`src/hw/pmu_activity_timers_defs.svh`:
```
// Offsets, field positions, reset values and timing counts of the activity timer block.
`ifndef PMU_ACTIVITY_TIMERS_DEFS_SVH
`define PMU_ACTIVITY_TIMERS_DEFS_SVH

// Register indices; the byte address on the bus is four times the index.
`define IDX_INPUT_TIMER 8'h3a
`define IDX_MEMORY_TIMER 8'h3b
`define IDX_LED_MONITOR 8'h3c
`define IDX_MISC_ONE 8'h3d
`define IDX_IRQ_STATUS 8'h30
`define IDX_IRQ_MASK 8'h31
`define BYTE_ADDR(idx) ({idx, 2'h0})

// Reset values.
`define RST_TIMER 8'h00
`define RST_LED_MONITOR 8'h03
`define RST_MISC_ONE 8'h01
`define RST_IRQ 3'h0

// Miscellaneous register field positions.
`define MISC_FULL_DECODE 0
`define MISC_GLOBAL_LIVE 1
`define MISC_RESUME 2

// Interrupt status bit positions.
`define IRQ_INPUT_TIMEOUT 0
`define IRQ_MEMORY_TIMEOUT 1
`define IRQ_RESUME 2

// Timing: the clock period and the half second that all slow counts step on.
`define CLK_PERIOD_PS 64'd5000
`define HALF_SEC_MS 64'd500
`define HALF_SEC_CYCLES ((`HALF_SEC_MS * 64'd1000000000) / `CLK_PERIOD_PS)

// Time bases and LED half periods counted in half seconds.
`define HALVES_1S 12'd2
`define HALVES_10S 12'd20
`define HALVES_1MIN 12'd120
`define HALVES_10MIN 12'd1200
`define LED_HALVES_1S 5'd1
`define LED_HALVES_4S 5'd4
`define LED_HALVES_8S 5'd8
`define LED_HALVES_16S 5'd16

// A zero timeout count stands for sixteen units.
`define TIMEOUT_ZERO_UNITS 5'd16

// Monitored address windows.
`define DISP_MEM_TOP 7'h05
`define DISP_IO_FULL 12'h03b
`define DISP_IO_SHORT 6'h3b

`endif

```
`src/hw/pmu_activity_timers_pkg.sv`:
```
// Types shared by the activity timer block.
package pmu_activity_timers_pkg;

  // One timer setting register.
  typedef struct packed {
    logic [3:0] timer_count_nibble;
    logic read_live;
    logic run;
    logic [1:0] time_base_field;
  } timer_cfg_s;

  // The LED flash and monitor range register.
  typedef struct packed {
    logic [1:0] led_period_field;
    logic led_flash_en;
    logic gpio_3xx_en;
    logic gpio_2xx_en;
    logic gpio_1xx_en;
    logic disp_io_en;
    logic disp_mem_en;
  } led_cfg_s;

  // Time base codes.
  typedef enum logic [1:0] {
    BASE_1S,
    BASE_10S,
    BASE_1MIN,
    BASE_10MIN
  } time_base_e;

endpackage

```
`src/hw/pmu_activity_timers.sv`:
```
// Power-management inactivity timers, activity monitors and mode LED flasher.
//
// Functional notes
// RULE1 - Timer bits 1:0 pick a time base of 1s, 10s, 1min or 10min.
// RULE2 - Timer bit 2 low holds the count clear; high lets it count up.
// RULE3 - Timer bit 3 high reads the live count in bits 7:4, else the setting.
// RULE4 - Bits 7:4 hold a timeout count from 0 to 15.
// RULE5 - A second timer for the memory region has the same fields.
// RULE6 - Bit 0 counts display memory writes at A0000h-BFFFFh as display activity.
// RULE7 - Bit 1 counts I/O writes to 3B0h-3BFh as display activity.
// RULE8 - Bits 2, 3, 4 add I/O ranges 1xxh, 2xxh, 3xxh to general I/O.
// RULE9 - Bit 5 flashes the mode LED at a 50% duty cycle.
// RULE10 - Bits 7:6 pick LED flash period of 1, 4, 8 or 16 seconds.
// RULE11 - Misc bit 0 enables full I/O address decoding, reset to one.
// RULE12 - Misc bit 1 enables global live count readback, reset to zero.
// RULE13 - Misc bit 2 is the resume indicator for the SMI routine.
// RULE14 - Timeout equals count times base, zero means sixteen; doubling doubles it.
// RULE15 - Full decoding compares address lines 15:0, otherwise lines 9:0.
// RULE16 - Global live feature makes every timer read its live count.
// RULE17 - SMI software writes one to the resume bit just before resuming.
// RULE18 - Reaching the timeout raises an event; group activity clears the count.
// RULE19 - Misc bits 7:3 read as zero.
`timescale 1ns/1ps
`include "pmu_activity_timers_defs.svh"

module pmu_activity_timers
  import pmu_activity_timers_pkg::*;
#(
  parameter int unsigned HALF_SEC_CYCLES = 32'(`HALF_SEC_CYCLES),
  parameter int unsigned NUM_TIMERS = 2
) (
  // Clock and reset.
  input wire logic pclk,
  input wire logic presetn,
  // APB slave.
  input wire logic psel,
  input wire logic penable,
  input wire logic pwrite,
  input wire logic [11:0] paddr,
  input wire logic [31:0] pwdata,
  output logic [31:0] prdata,
  output logic pready,
  output logic pslverr,
  // Monitored ISA bus pins.
  input wire logic [23:0] isa_addr,
  input wire logic isa_iow_n,
  input wire logic isa_memw_n,
  input wire logic input_device_activity,
  input wire logic general_memory_region_group_hit,
  // Power management unit side, same clock.
  input wire logic double_time_base,
  input wire logic mode_led_steady,
  // Events and indicators.
  output logic input_timeout,
  output logic memory_timeout,
  output logic display_activity,
  output logic general_io_port_group_activity,
  output logic resume_indicator,
  output logic mode_led,
  output logic irq
);

  // Refuse parameter values that the logic cannot serve.
  if (HALF_SEC_CYCLES < 2 || NUM_TIMERS != 2) begin : g_bad_params
    $error("pmu_activity_timers: unsupported parameter values");
  end

  ////////////////////////////////////////////////////////////////////////////
  // Register state.

  timer_cfg_s timer_cfg_q [NUM_TIMERS];
  led_cfg_s led_cfg_q;
  logic [2:0] misc_q;
  logic [2:0] irq_status_q;
  logic [2:0] irq_mask_q;
  logic [31:0] prdata_q;
  logic pready_q;
  logic pslverr_q;

  ////////////////////////////////////////////////////////////////////////////
  // APB decode.

  // Address match for each register and the completing edge of a transfer.
  wire logic hit_input = paddr == 12'(`BYTE_ADDR(`IDX_INPUT_TIMER));
  wire logic hit_memory = paddr == 12'(`BYTE_ADDR(`IDX_MEMORY_TIMER));
  wire logic hit_led = paddr == 12'(`BYTE_ADDR(`IDX_LED_MONITOR));
  wire logic hit_misc = paddr == 12'(`BYTE_ADDR(`IDX_MISC_ONE));
  wire logic hit_status = paddr == 12'(`BYTE_ADDR(`IDX_IRQ_STATUS));
  wire logic hit_mask = paddr == 12'(`BYTE_ADDR(`IDX_IRQ_MASK));
  wire logic hit_any = hit_input | hit_memory | hit_led | hit_misc | hit_status | hit_mask;
  wire logic access = psel & penable & ~pready_q;
  wire logic done = psel & penable & pready_q;
  wire logic wr_done = done & pwrite & hit_any;
  wire logic [7:0] wbyte = pwdata[7:0];

  // Writing one to the resume bit is itself an event.
  wire logic resume_write = wr_done & hit_misc & wbyte[`MISC_RESUME]; // RULE17

  ////////////////////////////////////////////////////////////////////////////
  // Pin synchronisers: three flops, a change counts once the last two agree.

  logic [3:0] pin_s1_q;
  logic [3:0] pin_s2_q;
  logic [3:0] pin_s3_q;
  logic [3:0] pin_stable_q;
  logic [23:0] addr_s1_q;
  logic [23:0] addr_s2_q;
  wire logic [3:0] pin_raw = {general_memory_region_group_hit, input_device_activity,
                              ~isa_memw_n, ~isa_iow_n};
  wire logic [3:0] pin_rise;

  // Each pin settles only when the second and third stages agree.
  genvar gp;
  generate
    for (gp = 0; gp < 4; gp++) begin : g_pin
      always_ff @(posedge pclk or negedge presetn) begin
        if (!presetn) begin
          pin_s1_q[gp] <= 1'b0;
          pin_s2_q[gp] <= 1'b0;
          pin_s3_q[gp] <= 1'b0;
          pin_stable_q[gp] <= 1'b0;
        end else begin
          pin_s1_q[gp] <= pin_raw[gp];
          pin_s2_q[gp] <= pin_s1_q[gp];
          pin_s3_q[gp] <= pin_s2_q[gp];
          if (pin_s2_q[gp] == pin_s3_q[gp]) begin
            pin_stable_q[gp] <= pin_s3_q[gp];
          end
        end
      end
      assign pin_rise[gp] = (pin_s2_q[gp] == pin_s3_q[gp]) & pin_s3_q[gp] & ~pin_stable_q[gp];
    end
  endgenerate

  // The address is held by the bus for the whole strobe, so two stages suffice.
  always_ff @(posedge pclk or negedge presetn) begin
    if (!presetn) begin
      addr_s1_q <= 24'h000000;
      addr_s2_q <= 24'h000000;
    end else begin
      addr_s1_q <= isa_addr;
      addr_s2_q <= addr_s1_q;
    end
  end

  ////////////////////////////////////////////////////////////////////////////
  // Activity decode.

  // Full decoding looks at lines 15:0; short decoding ignores lines above 9.
  wire logic full_dec = misc_q[`MISC_FULL_DECODE]; // RULE11
  wire logic upper_ok = full_dec ? (addr_s2_q[15:10] == 6'h00) : 1'b1; // RULE15
  wire logic io_wr = pin_rise[0];
  wire logic mem_wr = pin_rise[1];
  wire logic disp_mem_hit = addr_s2_q[23:17] == `DISP_MEM_TOP; // RULE6
  wire logic disp_io_hit = full_dec ? (addr_s2_q[15:4] == `DISP_IO_FULL)
                                    : (addr_s2_q[9:4] == `DISP_IO_SHORT); // RULE15
  wire logic gpio_1xx = upper_ok & (addr_s2_q[9:8] == 2'h1);
  wire logic gpio_2xx = upper_ok & (addr_s2_q[9:8] == 2'h2);
  wire logic gpio_3xx = upper_ok & (addr_s2_q[9:8] == 2'h3);
  wire logic disp_event = (mem_wr & disp_mem_hit & led_cfg_q.disp_mem_en) // RULE6
                        | (io_wr & disp_io_hit & led_cfg_q.disp_io_en); // RULE7
  wire logic gpio_event = io_wr & ((gpio_1xx & led_cfg_q.gpio_1xx_en)
                                 | (gpio_2xx & led_cfg_q.gpio_2xx_en)
                                 | (gpio_3xx & led_cfg_q.gpio_3xx_en)); // RULE8

  // Group activity that restarts each timer: input devices, and the general groups.
  wire logic [NUM_TIMERS-1:0] group_activity = {pin_rise[3] | gpio_event, pin_rise[2]}; // RULE18

  ////////////////////////////////////////////////////////////////////////////
  // Half-second prescaler shared by timers and the LED.

  logic [31:0] prescale_q;
  wire logic half_tick = prescale_q == HALF_SEC_CYCLES - 32'd1;

  // Free running so every time base steps on the same half-second grid.
  always_ff @(posedge pclk or negedge presetn) begin
    if (!presetn) begin
      prescale_q <= 32'h00000000;
    end else begin
      prescale_q <= half_tick ? 32'h00000000 : prescale_q + 32'd1;
    end
  end

  ////////////////////////////////////////////////////////////////////////////
  // Activity timers.

  logic [11:0] unit_q [NUM_TIMERS];
  logic [4:0] count_q [NUM_TIMERS];
  logic [NUM_TIMERS-1:0] timeout_q;
  logic [NUM_TIMERS-1:0] expire;

  genvar gt;
  generate
    for (gt = 0; gt < NUM_TIMERS; gt++) begin : g_timer
      // Length of one unit in half seconds, doubled when asked.
      logic [11:0] base_halves;
      always_comb begin
        unique case (time_base_e'(timer_cfg_q[gt].time_base_field)) // RULE1
          BASE_1S: base_halves = `HALVES_1S;
          BASE_10S: base_halves = `HALVES_10S;
          BASE_1MIN: base_halves = `HALVES_1MIN;
          BASE_10MIN: base_halves = `HALVES_10MIN;
        endcase
      end
      wire logic [11:0] unit_len = double_time_base ? {base_halves[10:0], 1'b0}
                                                    : base_halves; // RULE14
      wire logic [4:0] target = (timer_cfg_q[gt].timer_count_nibble == 4'h0)
                                ? `TIMEOUT_ZERO_UNITS
                                : {1'b0, timer_cfg_q[gt].timer_count_nibble}; // RULE4 RULE14
      wire logic unit_end = half_tick & (unit_q[gt] >= unit_len - 12'd1);
      assign expire[gt] = unit_end & (count_q[gt] + 5'd1 == target); // RULE18

      // Count up in units while running; stop bit or activity clears it.
      always_ff @(posedge pclk or negedge presetn) begin
        if (!presetn) begin
          unit_q[gt] <= 12'h000;
          count_q[gt] <= 5'h00;
          timeout_q[gt] <= 1'b0;
        end else begin
          timeout_q[gt] <= timer_cfg_q[gt].run & ~group_activity[gt] & expire[gt];
          if (!timer_cfg_q[gt].run || group_activity[gt]) begin // RULE2 RULE18
            unit_q[gt] <= 12'h000;
            count_q[gt] <= 5'h00;
          end else if (unit_end) begin
            unit_q[gt] <= 12'h000;
            count_q[gt] <= expire[gt] ? 5'h00 : count_q[gt] + 5'd1; // RULE2
          end else if (half_tick) begin
            unit_q[gt] <= unit_q[gt] + 12'd1;
          end
        end
      end
    end
  endgenerate

  // Read view of each timer register.
  function automatic logic [7:0] timer_view(input timer_cfg_s cfg, input logic [4:0] cnt,
                                            input logic global_live);
    logic [3:0] nib;
    nib = (cfg.read_live | global_live) ? cnt[3:0] : cfg.timer_count_nibble; // RULE3 RULE16
    return {nib, cfg.read_live, cfg.run, cfg.time_base_field};
  endfunction

  ////////////////////////////////////////////////////////////////////////////
  // Mode LED flasher.

  logic [4:0] led_halves_q;
  logic led_phase_q;
  logic [4:0] led_half_len;

  // Half period in half seconds for the chosen flash period.
  always_comb begin
    unique case (led_cfg_q.led_period_field) // RULE10
      2'h0: led_half_len = `LED_HALVES_1S;
      2'h1: led_half_len = `LED_HALVES_4S;
      2'h2: led_half_len = `LED_HALVES_8S;
      2'h3: led_half_len = `LED_HALVES_16S;
    endcase
  end

  // Equal on and off halves give the fixed 50% duty cycle.
  always_ff @(posedge pclk or negedge presetn) begin
    if (!presetn) begin
      led_halves_q <= 5'h00;
      led_phase_q <= 1'b0;
    end else if (!led_cfg_q.led_flash_en) begin // RULE9
      led_halves_q <= 5'h00;
      led_phase_q <= 1'b0;
    end else if (half_tick) begin
      if (led_halves_q >= led_half_len - 5'd1) begin
        led_halves_q <= 5'h00;
        led_phase_q <= ~led_phase_q; // RULE9
      end else begin
        led_halves_q <= led_halves_q + 5'd1;
      end
    end
  end

  ////////////////////////////////////////////////////////////////////////////
  // Register writes.

  // Software-visible settings update at the completing edge of a write.
  always_ff @(posedge pclk or negedge presetn) begin
    if (!presetn) begin
      timer_cfg_q[0] <= timer_cfg_s'(`RST_TIMER);
      timer_cfg_q[1] <= timer_cfg_s'(`RST_TIMER);
      led_cfg_q <= led_cfg_s'(`RST_LED_MONITOR);
      misc_q <= 3'(`RST_MISC_ONE);
      irq_mask_q <= `RST_IRQ;
    end else if (wr_done) begin
      if (hit_input) timer_cfg_q[0] <= timer_cfg_s'(wbyte);
      if (hit_memory) timer_cfg_q[1] <= timer_cfg_s'(wbyte); // RULE5
      if (hit_led) led_cfg_q <= led_cfg_s'(wbyte);
      if (hit_misc) misc_q <= wbyte[2:0]; // RULE12 RULE13 RULE19
      if (hit_mask) irq_mask_q <= wbyte[2:0];
    end
  end

  // Sticky events; a new event in the cycle of a clearing write wins.
  wire logic [2:0] irq_set = {resume_write, timeout_q[1], timeout_q[0]};
  wire logic [2:0] irq_clr = (wr_done & hit_status) ? wbyte[2:0] : 3'h0;

  always_ff @(posedge pclk or negedge presetn) begin
    if (!presetn) begin
      irq_status_q <= `RST_IRQ;
    end else begin
      irq_status_q <= (irq_status_q & ~irq_clr) | irq_set;
    end
  end

  ////////////////////////////////////////////////////////////////////////////
  // Read data and bus answer.

  // Read mux; the reserved misc bits read as zero.
  wire logic global_live = misc_q[`MISC_GLOBAL_LIVE]; // RULE12
  wire logic [7:0] rd_byte =
      hit_input ? timer_view(timer_cfg_q[0], count_q[0], global_live) :
      hit_memory ? timer_view(timer_cfg_q[1], count_q[1], global_live) :
      hit_led ? 8'(led_cfg_q) :
      hit_misc ? {5'h00, misc_q} : // RULE19
      hit_status ? {5'h00, irq_status_q} :
      hit_mask ? {5'h00, irq_mask_q} : 8'h00;

  // One wait state: pready rises in the second access cycle.
  always_ff @(posedge pclk or negedge presetn) begin
    if (!presetn) begin
      pready_q <= 1'b0;
      pslverr_q <= 1'b0;
      prdata_q <= 32'h00000000;
    end else begin
      pready_q <= access;
      pslverr_q <= access & ~hit_any;
      prdata_q <= (access & ~pwrite) ? {24'h000000, rd_byte} : 32'h00000000;
    end
  end

  ////////////////////////////////////////////////////////////////////////////
  // Registered outputs.

  logic input_timeout_q;
  logic memory_timeout_q;
  logic display_q;
  logic gpio_q;
  logic led_q;
  logic irq_q;

  always_ff @(posedge pclk or negedge presetn) begin
    if (!presetn) begin
      input_timeout_q <= 1'b0;
      memory_timeout_q <= 1'b0;
      display_q <= 1'b0;
      gpio_q <= 1'b0;
      led_q <= 1'b0;
      irq_q <= 1'b0;
    end else begin
      input_timeout_q <= timeout_q[0]; // RULE18
      memory_timeout_q <= timeout_q[1]; // RULE18
      display_q <= disp_event;
      gpio_q <= gpio_event;
      led_q <= led_cfg_q.led_flash_en ? led_phase_q : mode_led_steady;
      irq_q <= |(irq_status_q & irq_mask_q);
    end
  end

  assign prdata = prdata_q;
  assign pready = pready_q;
  assign pslverr = pslverr_q;
  assign input_timeout = input_timeout_q;
  assign memory_timeout = memory_timeout_q;
  assign display_activity = display_q;
  assign general_io_port_group_activity = gpio_q;
  assign resume_indicator = misc_q[`MISC_RESUME]; // RULE13
  assign mode_led = led_q;
  assign irq = irq_q;

endmodule // pmu_activity_timers

```
`config.mk`:
```
export PLATFORM = sky130hd
export DESIGN_NAME = pmu_activity_timers
export DESIGN_NICKNAME = d
export VERILOG_FILES = /design/src/hw/pmu_activity_timers_pkg.sv /design/src/hw/pmu_activity_timers.sv
export VERILOG_INCLUDE_DIRS = /design/src /design/src/hw
export SDC_FILE = /design/constraint.sdc
export NUM_CORES = 1
export LEC_CHECK = 0
export BUFFER_PORTS_ARGS = -buffer_cell sky130_fd_sc_hd__buf_2
export CAP_MARGIN = 10
export CORE_MARGIN = 4
export CORE_UTILIZATION = 52
export DETAILED_ROUTE_END_ITERATION = 12
export PLACE_DENSITY = 0.76
export SYNTH_ARGS = -nofsm -noshare
export SYNTH_HDL_FRONTEND = slang
export SYNTH_SLANG_ARGS = --single-unit
```
`constraint.sdc`:
```
create_clock -name pclk -period 2.8 [get_ports pclk]
set_input_delay 0.42 -clock pclk [delete_from_list [all_inputs] [get_ports pclk]]
set_output_delay 0.42 -clock pclk [all_outputs]
set_load 0.01 [all_outputs]
```
==> flow_summary.toml <==
[run_status]
outcome = "completed"

[cts]
clk_latency_ns = 0.44
cts_made_buffers = 17
cts.clk_slew.worst_paths_ns = 0.07
cts_tree = "yes"
cts-root-buf = "clkbuf_16"
clockBufferDepth = 2
htreeDepth = 4
cts.sinks = 177

[timing]
maxSlewHeadroom_pct = 47.6
slew_violations = 0
post-route-min-period_ns = 2.66
setup_viol_count_final = 0
worst_slew_pin_slew_ns = 0.780
period_share_pct = 95.1
hold_violations = 0
setup_tns_ns = 0
fmax_mhz = 376
skew_ns = 0.00935

[final_layout]
nFillCells = 1269
fin_area_um2 = 10100
layout.cells.most_common_list = "dfrtp_1, nor2_1, buf_2, nand2_1, nand3_1"
utilization_pct = 62.5
areaGrowthSynthToFinish_pct = 16.1
fin_nets = 1020
antennaDiodeCount = 0
regArea_um2 = 4430
final_common_cell = "dfrtp_1"
drive_gt1_share_pct = 20.7
multiInputGateArea_um2 = 4030

[drt]
drc = 0
antenna_left = 0
wl_um = 18600
dr.first_iter.drc_count = 427
vias = 6282
vias_per_cell = 5.55
drt_pass1_iterations = 5
wl_per_cell_um = 16.4

[setup_path]
critPathLaunchType = "register"
crit_fanout = 24
end_kind = "register"
worstPathArrival_ns = 3.01
path_class = "reg2reg"
cp.required_ns = 3.14
crit_family = "simple AND/OR/NAND/NOR gates"
path_buf_inv = 1
crit_top_cell = "or3_1"
crit_slowest_cell = "or4_1"
critPathMaxStageDelay_ns = 0.53
crit_chain = "or4_1 > or3_1 > or3_1 > buf_12 > nor2_1 > nand3b_1 > a31oi_1"

[floorplan]
die_x_um = 137
die_h_um = 137
floorplan.die_area_um2 = 18800
rows = 46
design.core.area_um2 = 16100
io_pins = 120
start_util_pct = 53.8

[power]
p_seq_share_pct = 50.3
switching_power_mw = 1.24
clock_power_share_pct = 46.0
ir_drop_uv = 531
p_leak_nw = 4.85
p_int_mw = 3.98
combPwrFrac_pct = 3.6
swShare_pct = 23.8
p_per_area_nw_per_um2 = 518

[placed_design]
routabilityCongestion = 0.881
placedInstanceArea_um2 = 9390
dp_hpwl_um = 13200
io_buffers = 66

[synthesis]
ys_seq_area_share_pct = 51.1
yosysWarningCount = 0
syn-mean-instance-area_um2 = 10.8
netlist_area_um2 = 8670
synth_edf_count = 0
ys.flop_type = "dfrtp_1"
synth_top_family_by_area = "simple AND/OR/NAND/NOR gates"
synth_compound_area_share_pct = 9.21
async_flop_share_pct = 100
synthAdderAreaFrac_pct = 5.48
synth_seq_cells = 177
synth-xor-area-share_pct = 6.88
yosys.area_share.simple_pct = 16.9
netlist_instances = 804
synth.area.mux_share_pct = 6.16
yosys.cell_types.count = 61

[global_routing]
grt_pass1_vias = 6112
overflow = 0
grt_max_degree = 70
grt_use_total_pct = 20.8
grt_pass1_wl_um = 30600
antenna_found_initial = 0

[job]
maxCapViolations = 0

[worst_hold_path]
hp-class = "in2reg"
-- power groups by stage --
| stage | clock network, mW | registers [mW] | logic, mW |
|---|---|---|---|
| 5_1_grt | 2.55 | 2.63 | 0.220 |
| 6_report | 2.40 | 2.63 | 0.190 |
| 3_5_place_dp | 0 | 2.67 | 0.192 |
| 3_3_place_gp | 0 | 2.67 | 0.187 |
| 4_1_cts | 2.45 | 2.63 | 0.194 |
| 2_1_floorplan | 0 | 2.67 | 0.0969 |
-- synth_stat cells, types with 3 or more instances --
| cell type | number | area [um2] |
|---|---|---|
| o221a_2 | 4 | 45.0 |
| nor3_1 | 13 | 65.1 |
| nor2_1 | 67 | 251 |
| nand3b_1 | 4 | 30.0 |
| dfstp_2 | 3 | 78.8 |
| mux2i_1 | 14 | 140 |
| and4_1 | 6 | 52.6 |
| o21ai_1 | 3 | 15.0 |
| nand4_1 | 17 | 106 |
| ha_1 | 38 | 475 |
| and3_1 | 16 | 100 |
| xor2_1 | 38 | 333 |
| o21ai_0 | 27 | 135 |
| nand2_1 | 60 | 225 |
| buf_2 | 3 | 15.0 |
| clkbuf_1 | 15 | 56.3 |
| o21a_1 | 4 | 30.0 |
| nor4_1 | 6 | 37.5 |
| xnor2_1 | 25 | 219 |
| or3_1 | 14 | 87.6 |
| mux2_2 | 35 | 394 |
| dfrtp_1 | 174 | 4350 |
| a21boi_0 | 3 | 22.5 |
| or4_1 | 3 | 22.5 |
| a211oi_1 | 8 | 60.1 |
| a22o_1 | 8 | 70.1 |
| or2_2 | 3 | 18.8 |
| nand2b_1 | 7 | 43.8 |
| a31oi_1 | 3 | 18.8 |
| nor2b_1 | 4 | 25.0 |
| and2_1 | 8 | 50.1 |
| nand3_1 | 42 | 210 |
| a221oi_1 | 3 | 26.3 |
| inv_1 | 24 | 90.1 |
| buf_4 | 24 | 180 |
| o31ai_1 | 3 | 22.5 |
| nor4bb_1 | 3 | 30.0 |
| nor4b_1 | 3 | 26.3 |
| o2111ai_1 | 4 | 35.0 |
| a21o_1 | 9 | 67.6 |
| a21oi_1 | 28 | 140 |
-- layout make-up --
type	instances	area share [%]
flip-flops and latches	177	44.0
multi-input cells	582	40.0
repair buffers	101	6.35
clock buffers	19	4.40
well taps	216	2.68
clock inverters	13	1.65
inverters	24	0.895
-- worst register-to-register path: cells and delay by family, from the launching register on --
kind                   cells  cell delay (ns)
and+or+nand+nor            5             1.73
DFF                        1             0.43
AOI/OAI and AO/OA          1             0.23
buffers and inverters      1             0.18
-- metrics by stage --
stage / cells / total power [mW] / setup WS, ns / hold slack (ns)
detailed placement: 1097 / 2.87 / -0.132 / 0.335
finish: 1132 / 5.21 / 0.137 / 0.0776
global route: 1132 / 5.40 / -0.00708 / 0.0650
CTS: 1130 / 5.27 / 0.00440 / 0.0664
global placement: 1097 / 2.86 / -0.0792 / 0.332
floorplan: 828 / 2.76 / 0.00200 / 0.124
-- state kept, by name (all words and copies together), names as in the netlist, 5 cells and up --
register	flops
led_halves_q	5
unit_q	24
timer_cfg_q	16
addr_s1_q	19
prescale_q	32
prdata	8
led_cfg_q	8
count_q	10
addr_s2_q	19
-- logic make-up (layout without fill, tap and decap cells) --
| family | count (synthesis) | in the layout |
|---|---|---|
| other cells | 2 | 26 |
| buf+inv | 69 | 157 |
| fa+ha+maj | 38 | 38 |
| mux | 49 | 49 |
| simple gates | 284 | 284 |
| flops | 177 | 177 |
| xor+xnor | 65 | 65 |
| compound gates | 120 | 120 |
-- per-layer routing --
metal  up-vias  track usage, %  wire [um]
met5         -               0          0
met4         0            7.48        295
met3        28            3.68        822
met2       151            34.0       9280
met1      3084            27.9       8190
li1       3019               -          -
-- path summary, 6_finish.rpt --
check | startpoint | to | slack [ns] | cells after the start
max | prescale_q[29]$_DFF_PN0_ | unit_q[20]$_DFFE_PN0P_ | 0.14 | 7
min | isa_addr[11] | addr_s1_q[11]$_DFF_PN0_ | 0.08 | 1
max reg2reg | prescale_q[29]$_DFF_PN0_ | unit_q[20]$_DFFE_PN0P_ | 0.14 | 7
min reg2reg | addr_s1_q[22]$_DFF_PN0_ | addr_s2_q[22]$_DFF_PN0_ | 0.35 | 0
max in group asynchronous | presetn | misc_q[0]$_DFFE_PN1P_ | 1.48 | 3
min in group asynchronous | presetn | prescale_q[7]$_DFF_PN0_ | 0.53 | 2
-- repair_timing --
item,4_1_cts,5_1_grt
hold endpoints to repair,42,0
hold buffers,1,0
resized for setup,0,14
buffers inserted,0,2
endpoints found under the setup margin,0,27
No activity file was read; power rests on OpenSTA's default activity.
